==> config.mk <==
export PLATFORM = sky130hd
export DESIGN_NAME = desc_cmd_ctrl
export DESIGN_NICKNAME = d
export VERILOG_FILES = /design/src/rtl/desc_pkg.sv /design/src/rtl/desc_in_sync.sv /design/src/rtl/desc_cmd_ctrl.sv
export SDC_FILE = /design/constraint.sdc
export NUM_CORES = 1
export LEC_CHECK = 0
export ABC_AREA = 1
export BUFFER_PORTS_ARGS = -buffer_cell sky130_fd_sc_hd__buf_2
export CORE_UTILIZATION = 49
export DETAILED_ROUTE_END_ITERATION = 12
export PLACE_DENSITY = 0.87
export SLEW_MARGIN = 0
export SYNTH_ARGS = -nofsm -noshare
export SYNTH_HDL_FRONTEND = slang
export SYNTH_SLANG_ARGS = --single-unit
==> constraint.sdc <==
create_clock -name clk -period 1.3 [get_ports clk]
set_input_delay 0.065 -clock clk [delete_from_list [all_inputs] [get_ports clk]]
set_output_delay 0.065 -clock clk [all_outputs]
set_load 0.01 [all_outputs]
==> src/rtl/desc_pkg.sv <==
// constants for the enable-usage, stop and output command block
// Behaviour
// - usage 1 means enabled only while enable input reads open (high).
// - usage 2 means enabled only while enable input reads closed (low).
// - usage 3 ignores enable input for enabling; it reads as general input.
// - enable-usage command ignored while a speed-change control mode is active.
// - choosing a speed-change control mode forces enable usage to 3.
// - alarm-clear usage 1 or 2 takes the input and forces enable usage 3.
// - alarm clear, enable usage, speed-change modes never own the input together.
// - variable-I/O units accept point parameter; only points 1 and 3 allowed.
// - chosen point must already be an input before it can serve as enable.
// - standard-I/O units reject the point-selecting parameter.
// - jog halt decelerates a jog using the jog acceleration setting.
// - halt-and-flush stops the running command and erases the command buffer.
// - halt-and-flush without parameter decelerates at max acceleration setting.
// - halt-and-flush with D uses decel setting for feeds, jog accel for jogs.
// - set-output drives the output only when no dedicated function owns it.
// - set-output takes output number 1 and level L or H.
// - a point reads low when current flows, high when no current flows.
package desc_pkg;
  typedef enum logic [2:0]
  {
    DESC_OP_NONE      = 3'b000,
    DESC_OP_EN_USAGE  = 3'b001,
    DESC_OP_JOG_HALT  = 3'b010,
    DESC_OP_HALT_KILL = 3'b011,
    DESC_OP_SET_OUT   = 3'b100,
    DESC_OP_CTRL_MODE = 3'b101,
    DESC_OP_ALARM_USE = 3'b110,
    DESC_OP_IO_DIR    = 3'b111
  } desc_op_t;

  typedef enum logic [1:0]
  {
    DESC_RATE_NONE  = 2'b00,
    DESC_RATE_MAX   = 2'b01,
    DESC_RATE_DECEL = 2'b10,
    DESC_RATE_JOG   = 2'b11
  } desc_rate_t;

  localparam logic [1:0] EN_USE_OPEN   = 2'h1;
  localparam logic [1:0] EN_USE_CLOSED = 2'h2;
  localparam logic [1:0] EN_USE_NONE   = 2'h3;
  localparam logic [1:0] EN_USE_RST    = 2'h3;
  localparam logic [4:0] MODE_SPD_A    = 5'h0D;
  localparam logic [4:0] MODE_SPD_B    = 5'h0E;
  localparam logic [4:0] MODE_SPD_C    = 5'h11;
  localparam logic [4:0] MODE_SPD_D    = 5'h12;
  localparam logic [4:0] MODE_RST      = 5'h07;
  localparam logic [1:0] ALARM_USE_RST = 2'h3;
  localparam logic [2:0] EN_POINT_A    = 3'h1;
  localparam logic [2:0] EN_POINT_B    = 3'h3;
  localparam logic [2:0] EN_POINT_RST  = 3'h3;
  localparam logic [2:0] OUT_NUM       = 3'h1;
  localparam logic [3:0] DIR_RST       = 4'h7;
  localparam int         IO_POINTS     = 4;
endpackage

==> src/rtl/desc_in_sync.sv <==
// two-flop synchroniser for the I/O pin inputs
`timescale 1ns/1ps
`default_nettype none
module desc_in_sync #(
  parameter int W = 4
) (
  input  wire logic         clk,
  input  wire logic         sys_rst,
  input  wire logic [W-1:0] pin_in,
  output logic      [W-1:0] pin_sync
);
  logic [W-1:0] meta_q;
  logic [W-1:0] sync_q;

  always_ff @(posedge clk)
  begin
    if (sys_rst)
    begin
      meta_q <= {W{1'b1}};
      sync_q <= {W{1'b1}};
    end
    else
    begin
      meta_q <= pin_in;
      sync_q <= meta_q;
    end
  end

  assign pin_sync = sync_q;
endmodule
`default_nettype wire

==> src/rtl/desc_cmd_ctrl.sv <==
// command interpreter for enable usage, stop commands and digital output
`timescale 1ns/1ps
`default_nettype none
module desc_cmd_ctrl #(
  parameter bit VAR_IO = 1'b1,
  parameter int NPTS   = desc_pkg::IO_POINTS
) (
  input  wire logic                 clk,
  input  wire logic                 sys_rst,
  input  wire logic                 cmd_valid,
  input  wire desc_pkg::desc_op_t   cmd_op,
  input  wire logic [4:0]           cmd_arg1,
  input  wire logic [2:0]           cmd_arg2,
  input  wire logic                 cmd_has_arg2,
  input  wire logic                 cmd_flag,
  input  wire logic [NPTS-1:0]      io_pin_n,
  input  wire logic                 jog_active,
  input  wire logic                 feed_active,
  input  wire logic                 alarm_output_function,
  input  wire logic                 brake_output_function,
  input  wire logic                 motion_output_function,
  output logic                      cmd_accept,
  output logic                      cmd_reject,
  output logic                      drive_enabled,
  output logic [1:0]                en_usage,
  output logic [2:0]                en_point,
  output logic [1:0]                alarm_clear_input_usage,
  output logic [4:0]                control_mode_setting,
  output logic [NPTS-1:0]           io_is_input,
  output logic [NPTS-1:0]           io_level_high,
  output logic                      motion_stop,
  output logic                      buffer_flush,
  output desc_pkg::desc_rate_t      stop_rate,
  output logic                      out_pin_high
);
  logic [NPTS-1:0]      pins_s;
  logic [1:0]           en_use_q;
  logic [1:0]           en_use_d;
  logic [2:0]           en_pt_q;
  logic [2:0]           en_pt_d;
  logic [1:0]           alarm_q;
  logic [1:0]           alarm_d;
  logic [4:0]           mode_q;
  logic [4:0]           mode_d;
  logic [NPTS-1:0]      dir_q;
  logic [NPTS-1:0]      dir_d;
  logic                 out_q;
  logic                 out_d;
  logic                 acc_q;
  logic                 rej_q;
  logic                 ena_q;
  logic                 stop_q;
  logic                 flush_q;
  desc_pkg::desc_rate_t rate_q;
  desc_pkg::desc_rate_t rate_d;
  logic [NPTS-1:0]      lvl_q;

  function automatic logic is_spd_mode(input logic [4:0] m);
    is_spd_mode = (m == desc_pkg::MODE_SPD_A) || (m == desc_pkg::MODE_SPD_B) ||
                  (m == desc_pkg::MODE_SPD_C) || (m == desc_pkg::MODE_SPD_D);
  endfunction

  function automatic logic is_alarm_use(input logic [1:0] a);
    is_alarm_use = (a == 2'h1) || (a == 2'h2);
  endfunction

  desc_in_sync #(
    .W (NPTS)
  ) u_sync (
    .clk      (clk),
    .sys_rst  (sys_rst),
    .pin_in   (io_pin_n),
    .pin_sync (pins_s)
  );

  // command classification
  wire op_en   = cmd_valid && (cmd_op == desc_pkg::DESC_OP_EN_USAGE);
  wire op_jog  = cmd_valid && (cmd_op == desc_pkg::DESC_OP_JOG_HALT);
  wire op_kill = cmd_valid && (cmd_op == desc_pkg::DESC_OP_HALT_KILL);
  wire op_out  = cmd_valid && (cmd_op == desc_pkg::DESC_OP_SET_OUT);
  wire op_mode = cmd_valid && (cmd_op == desc_pkg::DESC_OP_CTRL_MODE);
  wire op_alm  = cmd_valid && (cmd_op == desc_pkg::DESC_OP_ALARM_USE);
  wire op_dir  = cmd_valid && (cmd_op == desc_pkg::DESC_OP_IO_DIR);

  wire code_ok  = (cmd_arg1[4:2] == 3'h0) && (cmd_arg1[1:0] != 2'h0);
  wire pt_legal = (cmd_arg2 == desc_pkg::EN_POINT_A) || (cmd_arg2 == desc_pkg::EN_POINT_B);
  wire [1:0] pt_idx = cmd_arg2[1:0] - 2'h1;
  wire pt_is_in = dir_q[pt_idx];
  wire pt_ok    = !cmd_has_arg2 || (VAR_IO && pt_legal && pt_is_in);
  wire en_block = is_spd_mode(mode_q);
  wire en_take  = op_en && code_ok && pt_ok && !en_block;
  wire alm_take = op_alm && (cmd_arg1[4:2] == 3'h0) && (cmd_arg1[1:0] != 2'h0);
  wire out_own  = alarm_output_function || brake_output_function || motion_output_function;
  wire out_num  = (cmd_arg1 == {2'h0, desc_pkg::OUT_NUM});
  wire out_take = op_out && !out_own && out_num;
  wire dir_ok   = (cmd_arg1[4:0] >= 5'h01) && (cmd_arg1[4:0] <= 5'h04);
  wire [1:0] dir_idx = cmd_arg1[1:0] - 2'h1;
  wire take = en_take || op_jog || op_kill || out_take || op_mode || alm_take ||
              (op_dir && dir_ok);
  wire bad  = cmd_valid && !take;

  // drive enable from the selected point; point low means current flows
  wire [1:0] sel_idx = en_pt_q[1:0] - 2'h1;
  wire sel_lvl = VAR_IO ? pins_s[sel_idx] : pins_s[desc_pkg::EN_POINT_B[1:0] - 2'h1];
  wire ena_d = (en_use_q == desc_pkg::EN_USE_OPEN)   ? sel_lvl :
               (en_use_q == desc_pkg::EN_USE_CLOSED) ? !sel_lvl :
               1'b1;

  always_comb
  begin
    en_use_d = en_use_q;
    en_pt_d  = en_pt_q;
    alarm_d  = alarm_q;
    mode_d   = mode_q;
    dir_d    = dir_q;
    out_d    = out_q;
    rate_d   = desc_pkg::DESC_RATE_NONE;
    if (en_take)
    begin
      en_use_d = cmd_arg1[1:0];
      if (cmd_has_arg2)
        en_pt_d = cmd_arg2;
      if (cmd_arg1[1:0] != desc_pkg::EN_USE_NONE)
        alarm_d = desc_pkg::ALARM_USE_RST;
    end
    if (op_mode)
    begin
      mode_d = cmd_arg1;
      if (is_spd_mode(cmd_arg1))
      begin
        en_use_d = desc_pkg::EN_USE_NONE;
        alarm_d  = desc_pkg::ALARM_USE_RST;
      end
    end
    if (alm_take)
    begin
      alarm_d = cmd_arg1[1:0];
      if (is_alarm_use(cmd_arg1[1:0]))
      begin
        en_use_d = desc_pkg::EN_USE_NONE;
        if (is_spd_mode(mode_q))
          mode_d = desc_pkg::MODE_RST;
      end
    end
    if (op_dir && dir_ok)
      dir_d[dir_idx] = cmd_flag;
    if (out_take)
      out_d = cmd_flag;
    if (op_jog && jog_active)
      rate_d = desc_pkg::DESC_RATE_JOG;
    if (op_kill)
    begin
      if (!cmd_flag)
        rate_d = desc_pkg::DESC_RATE_MAX;
      else if (jog_active)
        rate_d = desc_pkg::DESC_RATE_JOG;
      else
        rate_d = desc_pkg::DESC_RATE_DECEL;
    end
  end

  always_ff @(posedge clk)
  begin
    if (sys_rst)
    begin
      en_use_q <= desc_pkg::EN_USE_RST;
      en_pt_q  <= desc_pkg::EN_POINT_RST;
      alarm_q  <= desc_pkg::ALARM_USE_RST;
      mode_q   <= desc_pkg::MODE_RST;
      dir_q    <= desc_pkg::DIR_RST;
      out_q    <= 1'b1;
    end
    else
    begin
      en_use_q <= en_use_d;
      en_pt_q  <= en_pt_d;
      alarm_q  <= alarm_d;
      mode_q   <= mode_d;
      dir_q    <= dir_d;
      out_q    <= out_d;
    end
  end

  always_ff @(posedge clk)
  begin
    if (sys_rst)
    begin
      acc_q   <= 1'b0;
      rej_q   <= 1'b0;
      ena_q   <= 1'b1;
      stop_q  <= 1'b0;
      flush_q <= 1'b0;
      rate_q  <= desc_pkg::DESC_RATE_NONE;
      lvl_q   <= {NPTS{1'b1}};
    end
    else
    begin
      acc_q   <= cmd_valid && take;
      rej_q   <= bad;
      ena_q   <= ena_d;
      stop_q  <= op_kill || (op_jog && jog_active);
      flush_q <= op_kill;
      rate_q  <= rate_d;
      lvl_q   <= pins_s;
    end
  end

  assign cmd_accept              = acc_q;
  assign cmd_reject              = rej_q;
  assign drive_enabled           = ena_q;
  assign en_usage                = en_use_q;
  assign en_point                = en_pt_q;
  assign alarm_clear_input_usage = alarm_q;
  assign control_mode_setting    = mode_q;
  assign io_is_input             = dir_q;
  assign io_level_high           = lvl_q;
  assign motion_stop             = stop_q;
  assign buffer_flush            = flush_q;
  assign stop_rate               = rate_q;
  assign out_pin_high            = out_q;

  // checks
  a_kill_flush_pulse: assert property (@(posedge clk) disable iff (sys_rst)
    op_kill |=> buffer_flush && motion_stop)
    else $error("flush not raised after halt-and-flush");
  a_kill_max_rate: assert property (@(posedge clk) disable iff (sys_rst)
    op_kill && !cmd_flag |=> stop_rate == desc_pkg::DESC_RATE_MAX)
    else $error("plain halt-and-flush not at max rate");
  a_kill_d_rate: assert property (@(posedge clk) disable iff (sys_rst)
    op_kill && cmd_flag |=> stop_rate == (($past(jog_active)) ?
      desc_pkg::DESC_RATE_JOG : desc_pkg::DESC_RATE_DECEL))
    else $error("halt-and-flush D rate wrong");
  a_jog_halt_rate: assert property (@(posedge clk) disable iff (sys_rst)
    op_jog && jog_active && !op_kill
    |=> motion_stop && stop_rate == desc_pkg::DESC_RATE_JOG)
    else $error("jog halt not at jog rate");
  a_spd_blocks_en: assert property (@(posedge clk) disable iff (sys_rst)
    op_en && is_spd_mode(mode_q) |=> $stable(en_usage) && cmd_reject)
    else $error("enable usage changed in speed-change mode");
  a_mode_forces_3: assert property (@(posedge clk) disable iff (sys_rst)
    op_mode && is_spd_mode(cmd_arg1) |=> en_usage == desc_pkg::EN_USE_NONE)
    else $error("speed-change mode did not force usage 3");
  a_alarm_forces_3: assert property (@(posedge clk) disable iff (sys_rst)
    alm_take && is_alarm_use(cmd_arg1[1:0]) |=> en_usage == desc_pkg::EN_USE_NONE)
    else $error("alarm usage did not force usage 3");
  a_single_owner: assert property (@(posedge clk) disable iff (sys_rst)
    !((en_usage != desc_pkg::EN_USE_NONE) && is_alarm_use(alarm_clear_input_usage)) &&
    !((en_usage != desc_pkg::EN_USE_NONE) && is_spd_mode(control_mode_setting)) &&
    !(is_alarm_use(alarm_clear_input_usage) && is_spd_mode(control_mode_setting)))
    else $error("enable input has two owners");
  a_open_enables: assert property (@(posedge clk) disable iff (sys_rst)
    en_use_q == desc_pkg::EN_USE_OPEN && en_pt_q == en_pt_d && $stable(en_use_q)
    |=> drive_enabled == $past(sel_lvl))
    else $error("usage 1 enable level wrong");
  a_closed_enables: assert property (@(posedge clk) disable iff (sys_rst)
    en_use_q == desc_pkg::EN_USE_CLOSED |=> drive_enabled == !$past(sel_lvl))
    else $error("usage 2 enable level wrong");
  a_unused_enables: assert property (@(posedge clk) disable iff (sys_rst)
    en_use_q == desc_pkg::EN_USE_NONE |=> drive_enabled)
    else $error("usage 3 not always enabled");
  a_point_legal: assert property (@(posedge clk) disable iff (sys_rst)
    op_en && cmd_has_arg2 && !(VAR_IO && pt_legal && dir_q[pt_idx])
    |=> cmd_reject && $stable(en_usage) && $stable(en_point))
    else $error("illegal enable point accepted");
  a_out_owned: assert property (@(posedge clk) disable iff (sys_rst)
    op_out && out_own |=> $stable(out_pin_high))
    else $error("owned output was changed");
  a_out_set: assert property (@(posedge clk) disable iff (sys_rst)
    op_out && !out_own && cmd_arg1 == {2'h0, desc_pkg::OUT_NUM}
    |=> out_pin_high == $past(cmd_flag))
    else $error("set-output level wrong");
endmodule
`default_nettype wire

==> impl_metrics.json <==
{
  "wl_met3_um": 201,
  "powerDensity_nw_per_um2": 1010,
  "drc": 0,
  "ys_seq_area_frac": 0.444,
  "synth-async-reset-ratio": 0,
  "place.gp.congestion": 0.915,
  "ys_seq_elements": 36,
  "cts.path.max_buffers": 2,
  "synth_area_leaders": "dfxtp_1 (44%), nand2_1 (12%), inv_1 (6.9%)",
  "wl_met2_mm": 1.64,
  "yosysWarnings": 0,
  "end_kind": "flip-flop",
  "outcome": "completed",
  "viasPerCell": 4.66,
  "synthAdderAreaFrac": 0.0386,
  "die_y_um": 59.5,
  "synth_top_area_cell": "dfxtp_1",
  "dp_hpwl_mm": 2.64,
  "routed_wl_mm": 3.48,
  "drt-initial-drc-count": 33,
  "grt_pass1_vias": 1418,
  "ant_nets": 0,
  "avgSynthCellArea_um2": 7.47,
  "synth_area_um2": 1620,
  "antenna_found_initial": 0,
  "core_um2": 3100,
  "tns_ps": 0,
  "worstSetupPathType": "reg2reg",
  "leakage_uw": 0.00112,
  "hold_slack_ps": 6.55,
  "critical_path.max_fanout": 5,
  "start_util": 0.523,
  "grt_pass1_wl_mm": 5.71,
  "finalNetCount": 320,
  "setup_violations": 0,
  "rsz0062_at_grt": "no",
  "area_growth_pct": 33.1,
  "routed.top_layer": "met4",
  "synth.most_common_cell": "nand2_1",
  "dieArea_um2": 3540,
  "synth.distinct_cells": 24,
  "min_period_over_period": 0.887,
  "syn_nets": 247,
  "cts_tree": "done",
  "synth_ff_type": "dfxtp_1",
  "root_buffer": "clkbuf_4",
  "hold_class": "in2reg",
  "synth.area.mux_share": 0,
  "overflow": 0,
  "hold_viol_final": 0,
  "grt_max_degree": 13,
  "timing.rr.end": "en_usage[0]$_SDFF_PP1_",
  "slowest_delay_ps": 340,
  "vdd_drop_max_mv": 0.675,
  "h-tree-depth": 2,
  "reg2reg_slack_ps": 150,
  "wl_per_cell_um": 10.4,
  "slew_violations": 0,
  "timing.rr.start": "control_mode_setting[3]$_SDFF_PP0_",
  "portBuffers": 51,
  "worst_pin_slew_ps": 290,
  "die_x_um": 59.5,
  "synth_top_area_frac": 0.444,
  "m1WireLength_mm": 1.58,
  "synth_compound_area_frac": 0.0718,
  "crit_buf_inv": 1,
  "cts.sinks": 36,
  "grt_usage": 0.217,
  "dr.pass1.iters": 5,
  "max-slew-margin-rel": 0.805,
  "synth-simple-area-share": 0.363,
  "fmax_ghz": 0.867,
  "cap_violations": 0,
  "cpMaxStageDelayCell": "dfxtp_1",
  "diodes": 0,
  "drive_gt1_frac": 0.340,
  "cpMostUsedCell": "nand2_1",
  "synth_top_family_by_area": "simple AND/OR/NAND/NOR gates",
  "synth_edf_count": 0,
  "synth_xor_area_frac": 0,
  "ioPinCount": 53,
  "reg2reg_depth": 8,
  "clk_latency_ps": 350,
  "netlist_instances": 217,
  "cpLargestDelayFamily": "simple AND/OR/NAND/NOR gates",
  "clk_pin_slew_ps": 120,
  "worstPathArrival_ps": 1370,
  "hp-start": "cmd_valid",
  "cts_buffers": 5,
  "num_rows": 20,
  "crit_chain": "nor2_1, nand2_1, nand2_1, nand2_2, nand3_2, clkinv_2, nand2_1, nand3_1",
  "startpoint_type": "flip-flop",
  "synth_top_cells_by_count": "nand2_1 (52), dfxtp_1 (36), inv_1 (30), nor2_1 (17), nand3_1 (15)",
  "critPathRequiredTime_ps": 1520,
  "fin_skew_ps": 13.4,
  "hold_path_end": "cmd_reject$_SDFF_PP0_",
  "finalCriticalPeriod_ps": 1150,
  "whs_path_depth": 3,
  "vias": 1562
}
-- timing repair --
| item | in CTS | in global routing |
|---|---|---|
| setup endpoints to repair | 0 | 2 |
| hold buffers | 9 | 0 |
| resized for setup | 0 | 2 |
| endpoints found under the hold margin | 7 | 0 |
| setup buffers | 0 | 0 |
-- report_power, final --
group / switching, uW / leakage (uW) / internal [uW] / total [uW]
registers: 9.47 / 0.000294 / 1130 / 1140
clock network: 375 / 0.0000412 / 401 / 776
logic: 141 / 0.000782 / 114 / 255
total: 526 / 0.00112 / 1640 / 2170
-- routing by layer --
layer  up-vias  GRT usage
met3         4     0.0655
met1       690      0.259
met4         0     0.0930
met2        43      0.360
li1        825          -
met5         -          0
-- worst max-delay path by stage --
stage | to | from | depth (start not counted)
final | en_usage[0]$_SDFF_PP1_ | control_mode_setting[3]$_SDFF_PP0_ | 8
after global placement | en_point[1]$_SDFFE_PP1P_ | cmd_arg1[0] | 9
after detailed placement | en_point[1]$_SDFFE_PP1P_ | cmd_arg1[0] | 9
after global routing | en_usage[1]$_SDFF_PP1_ | cmd_arg2[1] | 10
after floorplan | cmd_accept$_SDFF_PP0_ | control_mode_setting[2]$_SDFF_PP1_ | 7
after CTS | en_usage[1]$_SDFF_PP1_ | control_mode_setting[3]$_SDFF_PP0_ | 8
-- area by class of cell --
type	instances	area, um^2
clock buffers	5	37.5
clock inverters	3	42.5
fillers	279	945
inverters	33	126
multi-input cells	146	769
flip-flops and latches	36	722
well taps	44	55.1
repair buffers	68	405
-- worst register-to-register path, stage by stage (launching register included) --
cell	delay [ps]
dfxtp_1	340
nor2_1	110
nand2_1	50
nand2_1	70
nand2_2	100
nand3_2	120
clkinv_2	110
nand2_1	70
nand3_1	70
-- cells by family (layout without fill, tap and decap cells) --
kind of cell | count (synthesis) | after routing
and+or+nand+nor | 120 | 120
AOI/OAI and AO/OA | 21 | 21
buffers and inverters | 35 | 109
DFF | 36 | 36
adders and majority gates | 5 | 5
-- metrics by stage --
step                      instances  setup slack [ps]  area, um^2  utilization  total power [uW]
after floorplan                 217               194        1620            -              1290
after global placement          318              47.6        1980        0.640              1390
after detailed placement        318              15.0        1980        0.640              1400
after CTS                       335              76.2        2150        0.694              2170
after global routing            335              44.9        2160        0.696              2260
final                           335               147        2160        0.696              2170
-- cells in the final DEF (no fill, tap or decap) --
master,netlist,routed
a21oi_1,5,5
buf_2,0,51
buf_4,0,8
bufinv_16,0,1
clkbuf_4,0,5
clkinv_2,2,3
clkinvlp_4,0,1
dfxtp_1,36,35
dfxtp_2,0,1
dlygate4sd3_1,0,9
ha_1,5,5
inv_1,30,30
inv_2,1,1
nand2_1,52,51
nand2_2,4,5
nand2_4,1,1
nand3_1,15,15
nand3_2,2,2
nand3b_1,1,1
nand4_1,6,6
nor2_1,17,17
nor2_2,5,5
nor2_4,3,3
nor3_1,3,3
nor3_2,1,1
o211ai_1,3,3
o21ai_0,7,7
o21ai_1,5,5
o21ai_2,1,1
or2_2,10,10
-- sequential cells by signal, indices dropped and copies added, names as in the netlist --
register                 cells
u_sync.meta_q                4
cmd_reject                   1
control_mode_setting         5
en_point                     3
motion_stop                  1
u_sync.pin_sync              4
alarm_clear_input_usage      2
io_level_high                4
cmd_accept                   1
en_usage                     2
drive_enabled                1
buffer_flush                 1
stop_rate                    2
io_is_input                  4
out_pin_high                 1
Note: power is estimated with default switching activity, not from simulation.
